## config.mk

```make
export PLATFORM = sky130hd
export DESIGN_NAME = spfc_ctrl
export DESIGN_NICKNAME = d
export VERILOG_FILES = /design/src/inc/spfc_pkg.sv /design/src/hw/spfc_ctrl.sv
export SDC_FILE = /design/constraint.sdc
export NUM_CORES = 1
export LEC_CHECK = 0
export BUFFER_PORTS_ARGS = -buffer_cell sky130_fd_sc_hd__buf_2
export CAP_MARGIN = 20
export CORE_MARGIN = 2
export CORE_UTILIZATION = 39
export DETAILED_ROUTE_END_ITERATION = 12
export HOLD_SLACK_MARGIN = 0.03
export MAX_ROUTING_LAYER = met4
export PLACE_DENSITY = 0.56
export SKIP_LAST_GASP = 1
export SYNTH_ARGS = -nofsm -noshare
export SYNTH_HDL_FRONTEND = slang
export SYNTH_SLANG_ARGS = --single-unit
export TNS_END_PERCENT = 10
```

## constraint.sdc

```tcl
create_clock -name core_clk -period 3.55 [get_ports core_clk]
set_input_delay 0.5325 -clock core_clk [delete_from_list [all_inputs] [get_ports core_clk]]
set_output_delay 0.5325 -clock core_clk [all_outputs]
set_load 0.1 [all_outputs]
```

## src/inc/spfc_pkg.sv

```systemverilog
// Package of offsets, field positions, reset values and timing counts for the flash sequencer
package spfc_pkg;

  // ---------------------------------------------------------------
  // Register map (byte addresses, one aligned word each)
  // ---------------------------------------------------------------
  localparam logic [3:0] SPFC_OFF_CTRL = 4'h0;  // self_program_control_status
  localparam logic [3:0] SPFC_OFF_LOCK = 4'h4;  // lock_bit_byte, read only

  // ---------------------------------------------------------------
  // Control/status field positions
  // ---------------------------------------------------------------
  localparam int SPFC_BIT_IE     = 7;  // store_ready_irq_enable
  localparam int SPFC_BIT_BUSY   = 6;  // section_busy_flag
  localparam int SPFC_BIT_RSVD   = 5;  // reads zero
  localparam int SPFC_BIT_REEN   = 4;  // section_reenable_bit
  localparam int SPFC_BIT_LOCK   = 3;  // lock_set_bit
  localparam int SPFC_BIT_PGWR   = 2;  // page_write_bit
  localparam int SPFC_BIT_PGER   = 1;  // page_erase_bit
  localparam int SPFC_BIT_EN     = 0;  // store_enable_bit

  // Accepted low-five-bit command patterns
  localparam logic [4:0] SPFC_CMD_REEN = 5'h11;
  localparam logic [4:0] SPFC_CMD_LOCK = 5'h09;
  localparam logic [4:0] SPFC_CMD_PGWR = 5'h05;
  localparam logic [4:0] SPFC_CMD_PGER = 5'h03;
  localparam logic [4:0] SPFC_CMD_FILL = 5'h01;

  // ---------------------------------------------------------------
  // Lock byte layout and reset value
  // ---------------------------------------------------------------
  localparam logic [7:0] SPFC_LOCK_RESET = 8'hff;  // All unprogrammed
  localparam logic [7:0] SPFC_LOCK_WMASK = 8'h3f;  // Six lock bits
  localparam int SPFC_BIT_BOOT_HI = 5;
  localparam int SPFC_BIT_BOOT_LO = 4;
  localparam int SPFC_BIT_APP_HI  = 3;
  localparam int SPFC_BIT_APP_LO  = 2;
  localparam int SPFC_BIT_GEN_HI  = 1;
  localparam int SPFC_BIT_GEN_LO  = 0;

  // ---------------------------------------------------------------
  // Flash geometry (word addresses, pointer bit fields)
  // ---------------------------------------------------------------
  localparam int          SPFC_WORD_W     = 6;        // Words per page index width
  localparam int          SPFC_PAGE_W     = 7;        // Page index width
  localparam int          SPFC_WORDS      = 64;       // Words in a page
  localparam logic [12:0] SPFC_NO_CONCURRENT_READ_SECTION_START = 13'h1c00; // First word of no-concurrent-read area
  localparam logic [12:0] SPFC_BOOT_START = 13'h1c00; // First word of boot section
  localparam logic [15:0] SPFC_BLANK_WORD = 16'hffff; // Discarded or unloaded buffer word
  localparam logic [7:0]  SPFC_DENY_BYTE  = 8'hff;    // Load answer when read is refused

  // ---------------------------------------------------------------
  // Timing counts in core_clk cycles
  // ---------------------------------------------------------------
  localparam logic [2:0] SPFC_STORE_WIN = 3'h4;  // Store window
  localparam logic [2:0] SPFC_LOAD_WIN  = 3'h3;  // Lock/fuse load window

  typedef enum {SPFC_IDLE, SPFC_ARMED, SPFC_PAGE_BUSY} spfc_state_type;

endpackage

```

## src/hw/spfc_ctrl.sv

```systemverilog
// Self-programming flash control: command register, arming window, page buffer, lock bits
//
// Decided for this implementation: the Avalon-MM interface to the registers and the address map.
`timescale 1ns/1ps

module spfc_ctrl
  import spfc_pkg::*;
(
  input  wire  logic        core_clk,
  input  wire  logic        resetn,
  // Avalon-MM register slave
  input  wire  logic [3:0]  avs_address,
  input  wire  logic        avs_read,
  input  wire  logic        avs_write,
  input  wire  logic [31:0] avs_writedata,
  input  wire  logic [3:0]  avs_byteenable,
  output logic       [31:0] avs_readdata,
  output logic              avs_waitrequest,
  // Core store/load instruction port
  input  wire  logic        store_req,
  input  wire  logic        load_req,
  input  wire  logic [15:0] z_pointer,
  input  wire  logic [15:0] store_data,
  input  wire  logic        exec_in_boot,
  input  wire  logic        vectors_in_boot,
  input  wire  logic        global_irq_en,
  output logic              store_done,
  output logic              load_valid,
  output logic       [7:0]  load_data,
  output logic              load_blocked,
  output logic              core_stall,
  output logic              store_ready_irq,
  output logic              irq_disable,
  // Flash array side
  input  wire  logic [7:0]  flash_rdata,
  input  wire  logic [7:0]  fuse_byte,
  input  wire  logic        flash_done,
  input  wire  logic        chip_erase,
  input  wire  logic [5:0]  buf_rd_index,
  output logic       [15:0] buf_rd_data,
  output logic              flash_erase_start,
  output logic              flash_write_start,
  output logic       [6:0]  flash_page,
  // Lock status for external programming
  output logic              ext_prog_allowed,
  output logic              ext_verify_allowed,
  output logic              fuse_locked,
  output logic              boot_lock_locked
);

  // ---------------------------------------------------------------
  // Reset release
  // ---------------------------------------------------------------
  logic rst_meta_reg;
  logic rst_n_reg;

  // Two-stage release of the asynchronous reset
  always_ff @(posedge core_clk or negedge resetn) begin
    if (!resetn) begin
      rst_meta_reg <= 1'b0;
      rst_n_reg    <= 1'b0;
    end else begin
      rst_meta_reg <= 1'b1;
      rst_n_reg    <= rst_meta_reg;
    end
  end

  // ---------------------------------------------------------------
  // State
  // ---------------------------------------------------------------
  spfc_state_type state_reg;
  spfc_state_type state_next;
  logic [2:0]  win_cnt_reg;
  logic [2:0]  win_cnt_next;
  logic [4:0]  cmd_reg;
  logic [4:0]  cmd_next;
  logic        ie_reg;
  logic        busy_reg;
  logic        busy_next;
  logic        stall_reg;
  logic        stall_next;
  logic        loading_reg;
  logic        loading_next;
  logic [7:0]  lock_reg;
  logic [7:0]  lock_next;
  logic [6:0]  page_reg;
  logic        ack_reg;
  logic [31:0] rdata_reg;
  logic [SPFC_WORDS-1:0] valid_reg;
  logic [15:0] page_buf [SPFC_WORDS];
  logic [15:0] buf_rd_reg;
  logic        store_done_reg;
  logic        load_valid_reg;
  logic [7:0]  load_data_reg;
  logic        load_blocked_reg;
  logic        erase_start_reg;
  logic        write_start_reg;

  // ---------------------------------------------------------------
  // Decode
  // ---------------------------------------------------------------
  wire         bus_req    = avs_read | avs_write;
  wire         bus_take   = bus_req & ack_reg;
  wire         sel_ctrl   = avs_address == SPFC_OFF_CTRL;
  wire         sel_lock   = avs_address == SPFC_OFF_LOCK;
  wire         ctrl_wr    = avs_write & bus_take & sel_ctrl & avs_byteenable[0];
  wire  [4:0]  wr_cmd     = avs_writedata[4:0];
  wire         cmd_legal  = (wr_cmd == SPFC_CMD_REEN) | (wr_cmd == SPFC_CMD_LOCK) |
                            (wr_cmd == SPFC_CMD_PGWR) | (wr_cmd == SPFC_CMD_PGER) |
                            (wr_cmd == SPFC_CMD_FILL);
  wire         cmd_accept = ctrl_wr & cmd_legal & (state_reg == SPFC_IDLE);
  wire         enable_bit = cmd_reg[SPFC_BIT_EN];
  wire         armed      = state_reg == SPFC_ARMED;
  wire         store_go   = armed & store_req;
  wire         win_last   = win_cnt_reg == SPFC_STORE_WIN - 3'h1;
  wire  [12:0] z_word     = z_pointer[13:1];
  wire  [12:0] ld_word    = z_pointer[13:1];
  wire  [5:0]  z_index    = z_pointer[6:1];
  wire         tgt_no_concurrent_read_section   = z_word >= SPFC_NO_CONCURRENT_READ_SECTION_START;
  wire         tgt_boot   = z_word >= SPFC_BOOT_START;
  wire         ld_boot    = ld_word >= SPFC_BOOT_START;
  wire         ld_rww     = ld_word < SPFC_NO_CONCURRENT_READ_SECTION_START;
  wire         app_wr_deny  = ~lock_reg[SPFC_BIT_APP_LO];
  wire         boot_wr_deny = ~lock_reg[SPFC_BIT_BOOT_LO];
  wire         store_deny   = tgt_boot ? boot_wr_deny : app_wr_deny;
  wire         app_rd_deny  = ~lock_reg[SPFC_BIT_APP_HI];
  wire         boot_rd_deny = ~lock_reg[SPFC_BIT_BOOT_HI];
  wire         cmd_fill   = cmd_reg == SPFC_CMD_FILL;
  wire         cmd_reen   = cmd_reg == SPFC_CMD_REEN;
  wire         cmd_lock   = cmd_reg == SPFC_CMD_LOCK;
  wire         cmd_page   = (cmd_reg == SPFC_CMD_PGWR) | (cmd_reg == SPFC_CMD_PGER);
  wire         page_go    = store_go & cmd_page & ~store_deny;
  wire         fill_go    = store_go & cmd_fill;
  wire         lock_go    = store_go & cmd_lock;
  wire         lock_window = armed & cmd_lock & (win_cnt_reg < SPFC_LOAD_WIN);
  wire         ld_sec_deny = exec_in_boot ? (~ld_boot & app_rd_deny) :
                                            (ld_boot & boot_rd_deny);
  wire         ld_busy_deny = busy_reg & ld_rww;
  wire  [7:0]  ld_special = z_pointer[0] ? fuse_byte : lock_reg;
  wire  [7:0]  ctrl_view  = {ie_reg, busy_reg, 1'b0, cmd_reg};
  wire  [7:0]  lock_wr_val = lock_reg & ~(SPFC_LOCK_WMASK & ~store_data[7:0]);
  wire         gen_mode3  = ~lock_reg[SPFC_BIT_GEN_HI] & ~lock_reg[SPFC_BIT_GEN_LO];

  // Read data selection; unmapped addresses read zero
  wire  [31:0] rd_mux = sel_ctrl ? {24'h000000, ctrl_view} :
                        sel_lock ? {24'h000000, lock_reg}  : 32'h00000000;

  // ---------------------------------------------------------------
  // Sequencer
  // ---------------------------------------------------------------

  // Next state of arming window, command bits, busy flag, stall and lock bits
  always_comb begin
    state_next   = state_reg;
    win_cnt_next = win_cnt_reg;
    cmd_next     = cmd_reg;
    busy_next    = busy_reg;
    stall_next   = stall_reg;
    loading_next = loading_reg;
    lock_next    = lock_reg;
    case (state_reg)
      SPFC_IDLE: begin
        if (cmd_accept) begin
          cmd_next     = wr_cmd;
          win_cnt_next = 3'h0;
          state_next   = SPFC_ARMED;
          if (wr_cmd == SPFC_CMD_REEN) begin
            loading_next = 1'b0;
          end
        end
      end
      SPFC_ARMED: begin
        if (store_go) begin
          if (page_go) begin
            state_next = SPFC_PAGE_BUSY;
            busy_next  = ~tgt_no_concurrent_read_section | busy_reg;
            stall_next = tgt_no_concurrent_read_section;
            if (cmd_reg == SPFC_CMD_PGWR) begin
              loading_next = 1'b0;
            end
          end else begin
            state_next = SPFC_IDLE;
            cmd_next   = 5'h00;
            if (cmd_fill) begin
              busy_next    = 1'b0;
              loading_next = 1'b1;
            end
            if (cmd_reen) begin
              busy_next = 1'b0;
            end
            if (lock_go) begin
              lock_next = lock_wr_val;
            end
          end
        end else if (win_last) begin
          state_next = SPFC_IDLE;
          cmd_next   = 5'h00;
        end else begin
          win_cnt_next = win_cnt_reg + 3'h1;
        end
      end
      SPFC_PAGE_BUSY: begin
        if (flash_done) begin
          state_next = SPFC_IDLE;
          cmd_next   = 5'h00;
          stall_next = 1'b0;
        end
      end
      default: begin
        state_next = SPFC_IDLE;
        cmd_next   = 5'h00;
      end
    endcase
    if (chip_erase) begin
      lock_next = SPFC_LOCK_RESET;
    end
  end

  // Sequencer registers
  always_ff @(posedge core_clk or negedge rst_n_reg) begin
    if (!rst_n_reg) begin
      state_reg   <= SPFC_IDLE;
      win_cnt_reg <= 3'h0;
      cmd_reg     <= 5'h00;
      busy_reg    <= 1'b0;
      stall_reg   <= 1'b0;
      loading_reg <= 1'b0;
      lock_reg    <= SPFC_LOCK_RESET;
      page_reg    <= 7'h00;
    end else begin
      state_reg   <= state_next;
      win_cnt_reg <= win_cnt_next;
      cmd_reg     <= cmd_next;
      busy_reg    <= busy_next;
      stall_reg   <= stall_next;
      loading_reg <= loading_next;
      lock_reg    <= lock_next;
      if (page_go) begin
        page_reg <= z_pointer[13:7];
      end
    end
  end

  // Interrupt enable bit, writable at any time
  always_ff @(posedge core_clk or negedge rst_n_reg) begin
    if (!rst_n_reg) begin
      ie_reg <= 1'b0;
    end else if (ctrl_wr) begin
      ie_reg <= avs_writedata[SPFC_BIT_IE];
    end
  end

  // ---------------------------------------------------------------
  // Temporary page buffer
  // ---------------------------------------------------------------

  // Valid flags: set on fill, dropped on abort or when the page write completes (flash_done)
  always_ff @(posedge core_clk or negedge rst_n_reg) begin
    if (!rst_n_reg) begin
      valid_reg <= '0;
    end else if (cmd_accept & (wr_cmd == SPFC_CMD_REEN) & loading_reg) begin
      valid_reg <= '0;
    end else if (flash_done & (cmd_reg == SPFC_CMD_PGWR)) begin
      valid_reg <= '0;
    end else if (fill_go) begin
      valid_reg[z_index] <= 1'b1;
    end
  end

  // Buffer words, one generate entry each
  for (genvar i = 0; i < SPFC_WORDS; i++) begin : g_buf
    always_ff @(posedge core_clk) begin
      if (fill_go && (z_index == 6'(i))) begin
        page_buf[i] <= store_data;
      end
    end
  end

  // Registered buffer read port toward the flash array
  always_ff @(posedge core_clk or negedge rst_n_reg) begin
    if (!rst_n_reg) begin
      buf_rd_reg <= SPFC_BLANK_WORD;
    end else begin
      buf_rd_reg <= valid_reg[buf_rd_index] ? page_buf[buf_rd_index] : SPFC_BLANK_WORD;
    end
  end

  // ---------------------------------------------------------------
  // Core answers and flash strobes
  // ---------------------------------------------------------------

  // One-cycle answers to store and load instructions
  always_ff @(posedge core_clk or negedge rst_n_reg) begin
    if (!rst_n_reg) begin
      store_done_reg   <= 1'b0;
      load_valid_reg   <= 1'b0;
      load_data_reg    <= 8'h00;
      load_blocked_reg <= 1'b0;
      erase_start_reg  <= 1'b0;
      write_start_reg  <= 1'b0;
    end else begin
      store_done_reg   <= (store_go & ~page_go) | (flash_done & (state_reg == SPFC_PAGE_BUSY));
      load_valid_reg   <= load_req;
      load_blocked_reg <= load_req & ~lock_window & (ld_sec_deny | ld_busy_deny);
      erase_start_reg  <= page_go & (cmd_reg == SPFC_CMD_PGER);
      write_start_reg  <= page_go & (cmd_reg == SPFC_CMD_PGWR);
      if (load_req) begin
        if (lock_window) begin
          load_data_reg <= ld_special;
        end else if (ld_sec_deny | ld_busy_deny) begin
          load_data_reg <= SPFC_DENY_BYTE;
        end else begin
          load_data_reg <= flash_rdata;
        end
      end
    end
  end

  // ---------------------------------------------------------------
  // Register bus
  // ---------------------------------------------------------------

  // One wait cycle per access, then the answer edge
  always_ff @(posedge core_clk or negedge rst_n_reg) begin
    if (!rst_n_reg) begin
      ack_reg   <= 1'b0;
      rdata_reg <= 32'h00000000;
    end else begin
      ack_reg <= bus_req & ~ack_reg;
      if (avs_read & ~ack_reg) begin
        rdata_reg <= rd_mux;
      end
    end
  end

  // ---------------------------------------------------------------
  // Outputs
  // ---------------------------------------------------------------
  assign avs_waitrequest    = bus_req & ~ack_reg;
  assign avs_readdata       = rdata_reg;
  assign store_done         = store_done_reg;
  assign load_valid         = load_valid_reg;
  assign load_data          = load_data_reg;
  assign load_blocked       = load_blocked_reg;
  assign core_stall         = stall_reg;
  assign store_ready_irq    = ie_reg & global_irq_en & ~enable_bit;
  assign irq_disable        = vectors_in_boot ? (~exec_in_boot & app_rd_deny) :
                                                (exec_in_boot & boot_rd_deny);
  assign buf_rd_data        = buf_rd_reg;
  assign flash_erase_start  = erase_start_reg;
  assign flash_write_start  = write_start_reg;
  assign flash_page         = page_reg;
  assign ext_prog_allowed   = lock_reg[SPFC_BIT_GEN_LO];
  assign ext_verify_allowed = ~gen_mode3;
  assign fuse_locked        = ~lock_reg[SPFC_BIT_GEN_LO];
  assign boot_lock_locked   = gen_mode3;

endmodule

```

# Word level (Yosys, flattened, before mapping)
# Memories as Yosys holds them, arrays and structs flattened.
# Index checks and enable logic that the tools add are counted.
[classes] addsub=1 n_lt_le_gt_ge=6 n_eq_ne=91 n_mux=368 n_bitwise=59 n_reduce_logical=146
[op_table] operator="2-to-1 mux 16 bit" count=64
[op_table] operator="OR reduction 16 bit" count=63
[op_table] operator="2-to-1 mux 6 bit" count=63
[op_table] operator="2-to-1 mux 1 bit" count=208
[op_table] operator="== test 6 bit, second input constant" count=32
[op_table] operator="2-to-1 mux 64 bit" count=3
[op_table] operator="2-to-1 mux 32 bit" count=4
[op_table] operator="== test 6 x 5 -> 1 bit, second input constant" count=16
[op_table] operator="one-hot mux 32 bit (3 select lines)" count=1
[op_table] operator="2-to-1 mux 8 bit" count=10
[op_table] operator="logical AND 1 bit" count=65
[op_table] operator="== test 32 x 2 -> 1 bit, second input constant" count=2
[op_table] operator="logical NOT 32 bit" count=2
[op_table] operator="bitwise OR 64 bit" count=1
[op_table] operator="== test 6 x 4 -> 1 bit, second input constant" count=8
[op_table] operator="AND 1 bit" count=32
[op_table] operator="== test 32 x 1 -> 1 bit, second input constant" count=1
[op_table] operator="== test 32 x 3 -> 1 bit, second input constant" count=1
[op_table] operator="2-to-1 mux 5 bit" count=5
[op_table] operator="== test 6 x 3 -> 1 bit, second input constant" count=4
[op_table] operator="!= test 2 bit, second input constant" count=8
[op_table] operator="AND reduction 4 bit" count=4
[op_table] operator="one-hot mux 5 bit (3 select lines)" count=1
[op_table] operator="less-than comparator 6 x 7 -> 1 bit, second input constant" count=2
[op_table] operator="other kinds (32)" count=71
[word_totals] ff_bits=187 ram_bits=1024 input_bits=105 out_inout_bits=76 word_cells=693 memories=1
[mem_list] name="page_buf" depth=64 word_bits=16 rd=1 rd_clocked_by_memory_dff=0 write_ports=1 line_no="spfc_ctrl.sv:90" source="logic [15:0] page_buf [SPFC_WORDS];"

# Longest topological paths before layout
[logic_depth] depth_word=70 mapped_depth=9 ltp_nobuf=5

# Worst setup path after synthesis
# Ideal clock, no wire load.
[synth_timing] path_kind="input port to output port" from="input exec_in_boot" to="output irq_disable" arrival_ns=2.679 required_time_ns=3.017 setup_slack_ns=0.339 path_stages=2 n_path_buf=0 path_cell_list="nand2b_1 -> o21ai_0"
[synth_between] elab_chain_len=3 elab_cells_between_ends=4 classes_between="mux (1); bitwise (3)"
[synth_lines] element="start, declared" line_no="spfc_ctrl.sv:24" source="input wire logic exec_in_boot,"
[synth_lines] element="NOT 1 bit" line_no="spfc_ctrl.sv:347" source="assign irq_disable = vectors_in_boot ? (~exec_in_boot & app_rd_deny) :"
[synth_lines] element="AND 1 bit" line_no="spfc_ctrl.sv:347"
[synth_lines] element="2-to-1 mux 1 bit (*)" line_no="spfc_ctrl.sv:347"
[synth_lines] element="end, declared" line_no="spfc_ctrl.sv:33" source="output logic irq_disable,"
# Mark *: on every way between the ends. The rest lies on a longest branch, timed or not.

# Final worst setup path
[layout_timing] from="register state_reg[0]" to="memory page_buf[53][8], enable pin"
[layout_between] elab_chain_len=70 elab_cells_between_ends=384 classes_between="eq/ne (1); mux (254); bitwise (2); reduce/logical (127)"
[layout_lines] element="start, declared" line_no="spfc_ctrl.sv:71" source="spfc_state_type state_reg;"
[layout_lines] element="start signal, assigned" line_no="spfc_ctrl.sv:231" source="state_reg <= state_next;"
[layout_lines] element="== test 32 x 2 -> 1 bit (*)" line_no="spfc_ctrl.sv:113" source="wire armed = state_reg == SPFC_ARMED;"
[layout_lines] element="AND 1 bit (*)" line_no="spfc_ctrl.sv:114" source="wire store_go = armed & store_req;"
[layout_lines] element="AND 1 bit (*)" line_no="spfc_ctrl.sv:133" source="wire fill_go = store_go & cmd_fill;"
[layout_lines] element="logical AND 1 bit" line_no="spfc_ctrl.sv:273" source="if (fill_go && (z_index == 6'(i))) begin"
[layout_lines] element="2-to-1 mux 1 bit" line_no="spfc_ctrl.sv:273"
[layout_lines] element="2-to-1 mux 1 bit (implied by the code)" line_no="spfc_ctrl.sv:274" source="page_buf[i] <= store_data;"
[layout_lines] element="OR reduction 16 bit (no source line)"
[layout_lines] element="2-to-1 mux 6 bit (no source line) or 2-to-1 mux 1 bit (tied branches) (63 in a row)"
[layout_lines] element="end, declared" line_no="spfc_ctrl.sv:90"
# Marks and branches as above.

==> qor.txt <==
Power Internal = 22200 uW
Main synth FF type = edfxtp_1
Number of synthesized register bits = 1156
Worst Path Required = 3.91 ns
Global route overflow = 0
Most frequent cells in the layout = edfxtp_1 (1024), mux4_2 (266), a22oi_1 (167)
Wirelength per Cell = 27.0 microns
Max FFs per register = 1024
Flop pwr share = 52.1%
Hold-fix buffers at CTS = 6
Avg Vias per Cell = 5.54
Net Sw Frac = 22.4%
Total number of vias = 22442
Core Rows = 124
Fin. Hold Viols = 0
Minimum clock period = 2.62 ns
Max cap viols = 0
Final setup TNS = 0 ns
Cts repair resizes = 0
Clock power frac = 41.9%
Reg2reg start = state_reg[0]$_DFFE_PN0P_
Clock tree buffer depth = 3
Post-synthesis sequential area ratio = 76.2%
Area after DPL = 0.0479 sq mm
CP Capture Type = register
DP Wirelength = 64700 microns
Post-Syn Instances = 2150
DRT antenna net count = 0
Worst-skew pair later-pin latency = 0.72 ns
Layout area overhead = 15.9%
Pre-antenna DRT Iters = 5
Antenna violations before repair = 6
Setup Fix Bufs, Post-CTS = 0
Max H-tree Level = 3
CP startpoint kind = register
Leak = 0.0173 uW
Io pins = 181
CP Class = register to register
Post-synth EDFFs = 1024
Placeable Area = 0.114 sq mm
Largest net degree at the start of global routing = 65
Final wirelength = 109000 microns
GP Congestion = 0.812
Synth warnings = 0
Nets = 2532
Peak supply drop = 0.000361 V
Final Instance Count excl. Fillers = 4049
GRT Total Usage = 19.3%
Drt initial violations = 2167
Critical Path AT = 2.97 ns
CP Max Fanout = 17
Slew Limit Fails = 0
Cell area after synthesis = 0.0447 sq mm
Tot Pwr = 28600 uW
CTS Buf Count = 117
Most common cell after layout, fill and taps aside = edfxtp_1
Root buffer cell = clkbuf_16
Post-synth top area share = 68.7%
PD cells = 551 mW/mm^2
CTS clk-pin slew, worst paths = 0.06 ns
Worst-Margin Slew = 1.08 ns
Status = finished, final reports clean
Syn avg cell area = 20.8 sq um
Chip width = 343 microns
CP Launch Point = state_reg[0]$_DFFE_PN0P_
Synth area leader = edfxtp_1
Vias in the first global route = 23322
Final critical-path share of the clock period = 73.8%
Starting Density = 39.2%
Reg2reg setup slack = 0.93 ns
First-pass GRT wire length = 160000 microns
Drt drc = 0
Design area = 0.0519 sq mm
FFs w/ async S/R, synth = 11.4%
RSZ-0062 raised after global routing = no
Netlist cell types = 61
# setup viols final = 0
Share of cells above drive strength 1 = 31.3%
TritonCTS clock tree = yes
Die ar. = 0.117 sq mm
Worst Min Path Start = z_pointer[9]
Vert. Die Dim = 343 microns
Net switching power = 6420 uW
Comb pwr share = 6.0%
Worst Hold Class = input pin to register
Final Util = 45.5%
Main area contributors after synthesis = edfxtp_1 (69%), mux4_2 (13%), dfrtp_1 (6.1%), a22oi_1 (2.8%), dfstp_2 (1.4%)
Inst Count DP = 3806
I/O Buffers = 125
Slew HR = 27.8%
Fmax = 0.382 GHz
Worst Skew = 0.0282 ns
Clock sink total = 1156
==> power groups by stage <==
stage | logic (uW) | clock network [uW] | registers [uW]
4_1_cts | 1710 | 12200 | 14900
5_1_grt | 1820 | 12800 | 14900
2_1_floorplan | 816 | 0 | 15400
3_3_place_gp | 1670 | 0 | 15200
3_5_place_dp | 1710 | 0 | 15200
6_report | 1710 | 12000 | 14900
==> per-layer routing <==
metal	GRT usage, %	up-vias	wire, microns
met5	-	-	0
met4	5.10	0	2640
met3	3.80	154	7920
met2	29.5	787	51600
met1	26.7	12054	47300
li1	-	9447	-
==> layout make-up <==
class	count	area, sq um
antenna	11	27.5
clock buffer	145	3060
clock inverter	75	678
fill	9617	62200
inverter	15	56.3
multi-input combinational	863	9980
sequential	1156	34100
tap	1512	1890
timing repair buffer	272	2080
==> critical path: stages (launching register included) <==
cell	delay [ns]
dfrtp_1	0.52
and3b_1	0.30
and4b_1	0.48
nand3_1	0.41
nor2_2	0.18
buf_4	0.36
==> logic make-up after synthesis <==
group | Yosys count | synth area share [%]
AOI/OAI and AO/OA | 288 | 4.79
xor gates and xnor gates | 1 | 0.0196
adders and majority gates | 3 | 0.0783
buffers and inverters | 154 | 1.90
DFF | 1156 | 76.2
muxes | 294 | 14.3
other | 2 | 0.0168
and+or+nand+nor | 252 | 2.68
==> cell usage after synthesis (23+ instances only) <==
cell type / instances
o21a_1: 64
buf_2: 34
a22oi_1: 167
o21ai_0: 28
dfrtp_1: 109
dfstp_2: 23
nor2_1: 80
mux4_2: 266
edfxtp_1: 1024
buf_4: 24
buf_1: 28
clkbuf_1: 36
nand2_1: 94
==> metrics by stage <==
step,hold WS (ns),worst slack (ns)
6_report,0.0871,0.931
5_1_grt,0.0508,0.767
4_1_cts,0.0321,0.913
3_5_place_dp,0.322,0.503
3_3_place_gp,0.320,0.544
2_1_floorplan,0.237,0.339
==> worst paths after layout <==
path / end / depth (start not counted)
worst max-delay path: page_buf[53][8]$_DFFE_PP_ / 5
worst min-delay path: flash_page[2]$_DFFE_PN0P_ / 2
worst max register to register: page_buf[53][8]$_DFFE_PP_ / 5
worst min register to register: rst_n_reg$_DFF_PN0_ / 0
max in group asynchronous: lock_reg[6]$_DFFE_PN1P_ / 1
min in group asynchronous: rst_n_reg$_DFF_PN0_ / 2
Power figures use the tool's default switching activity.
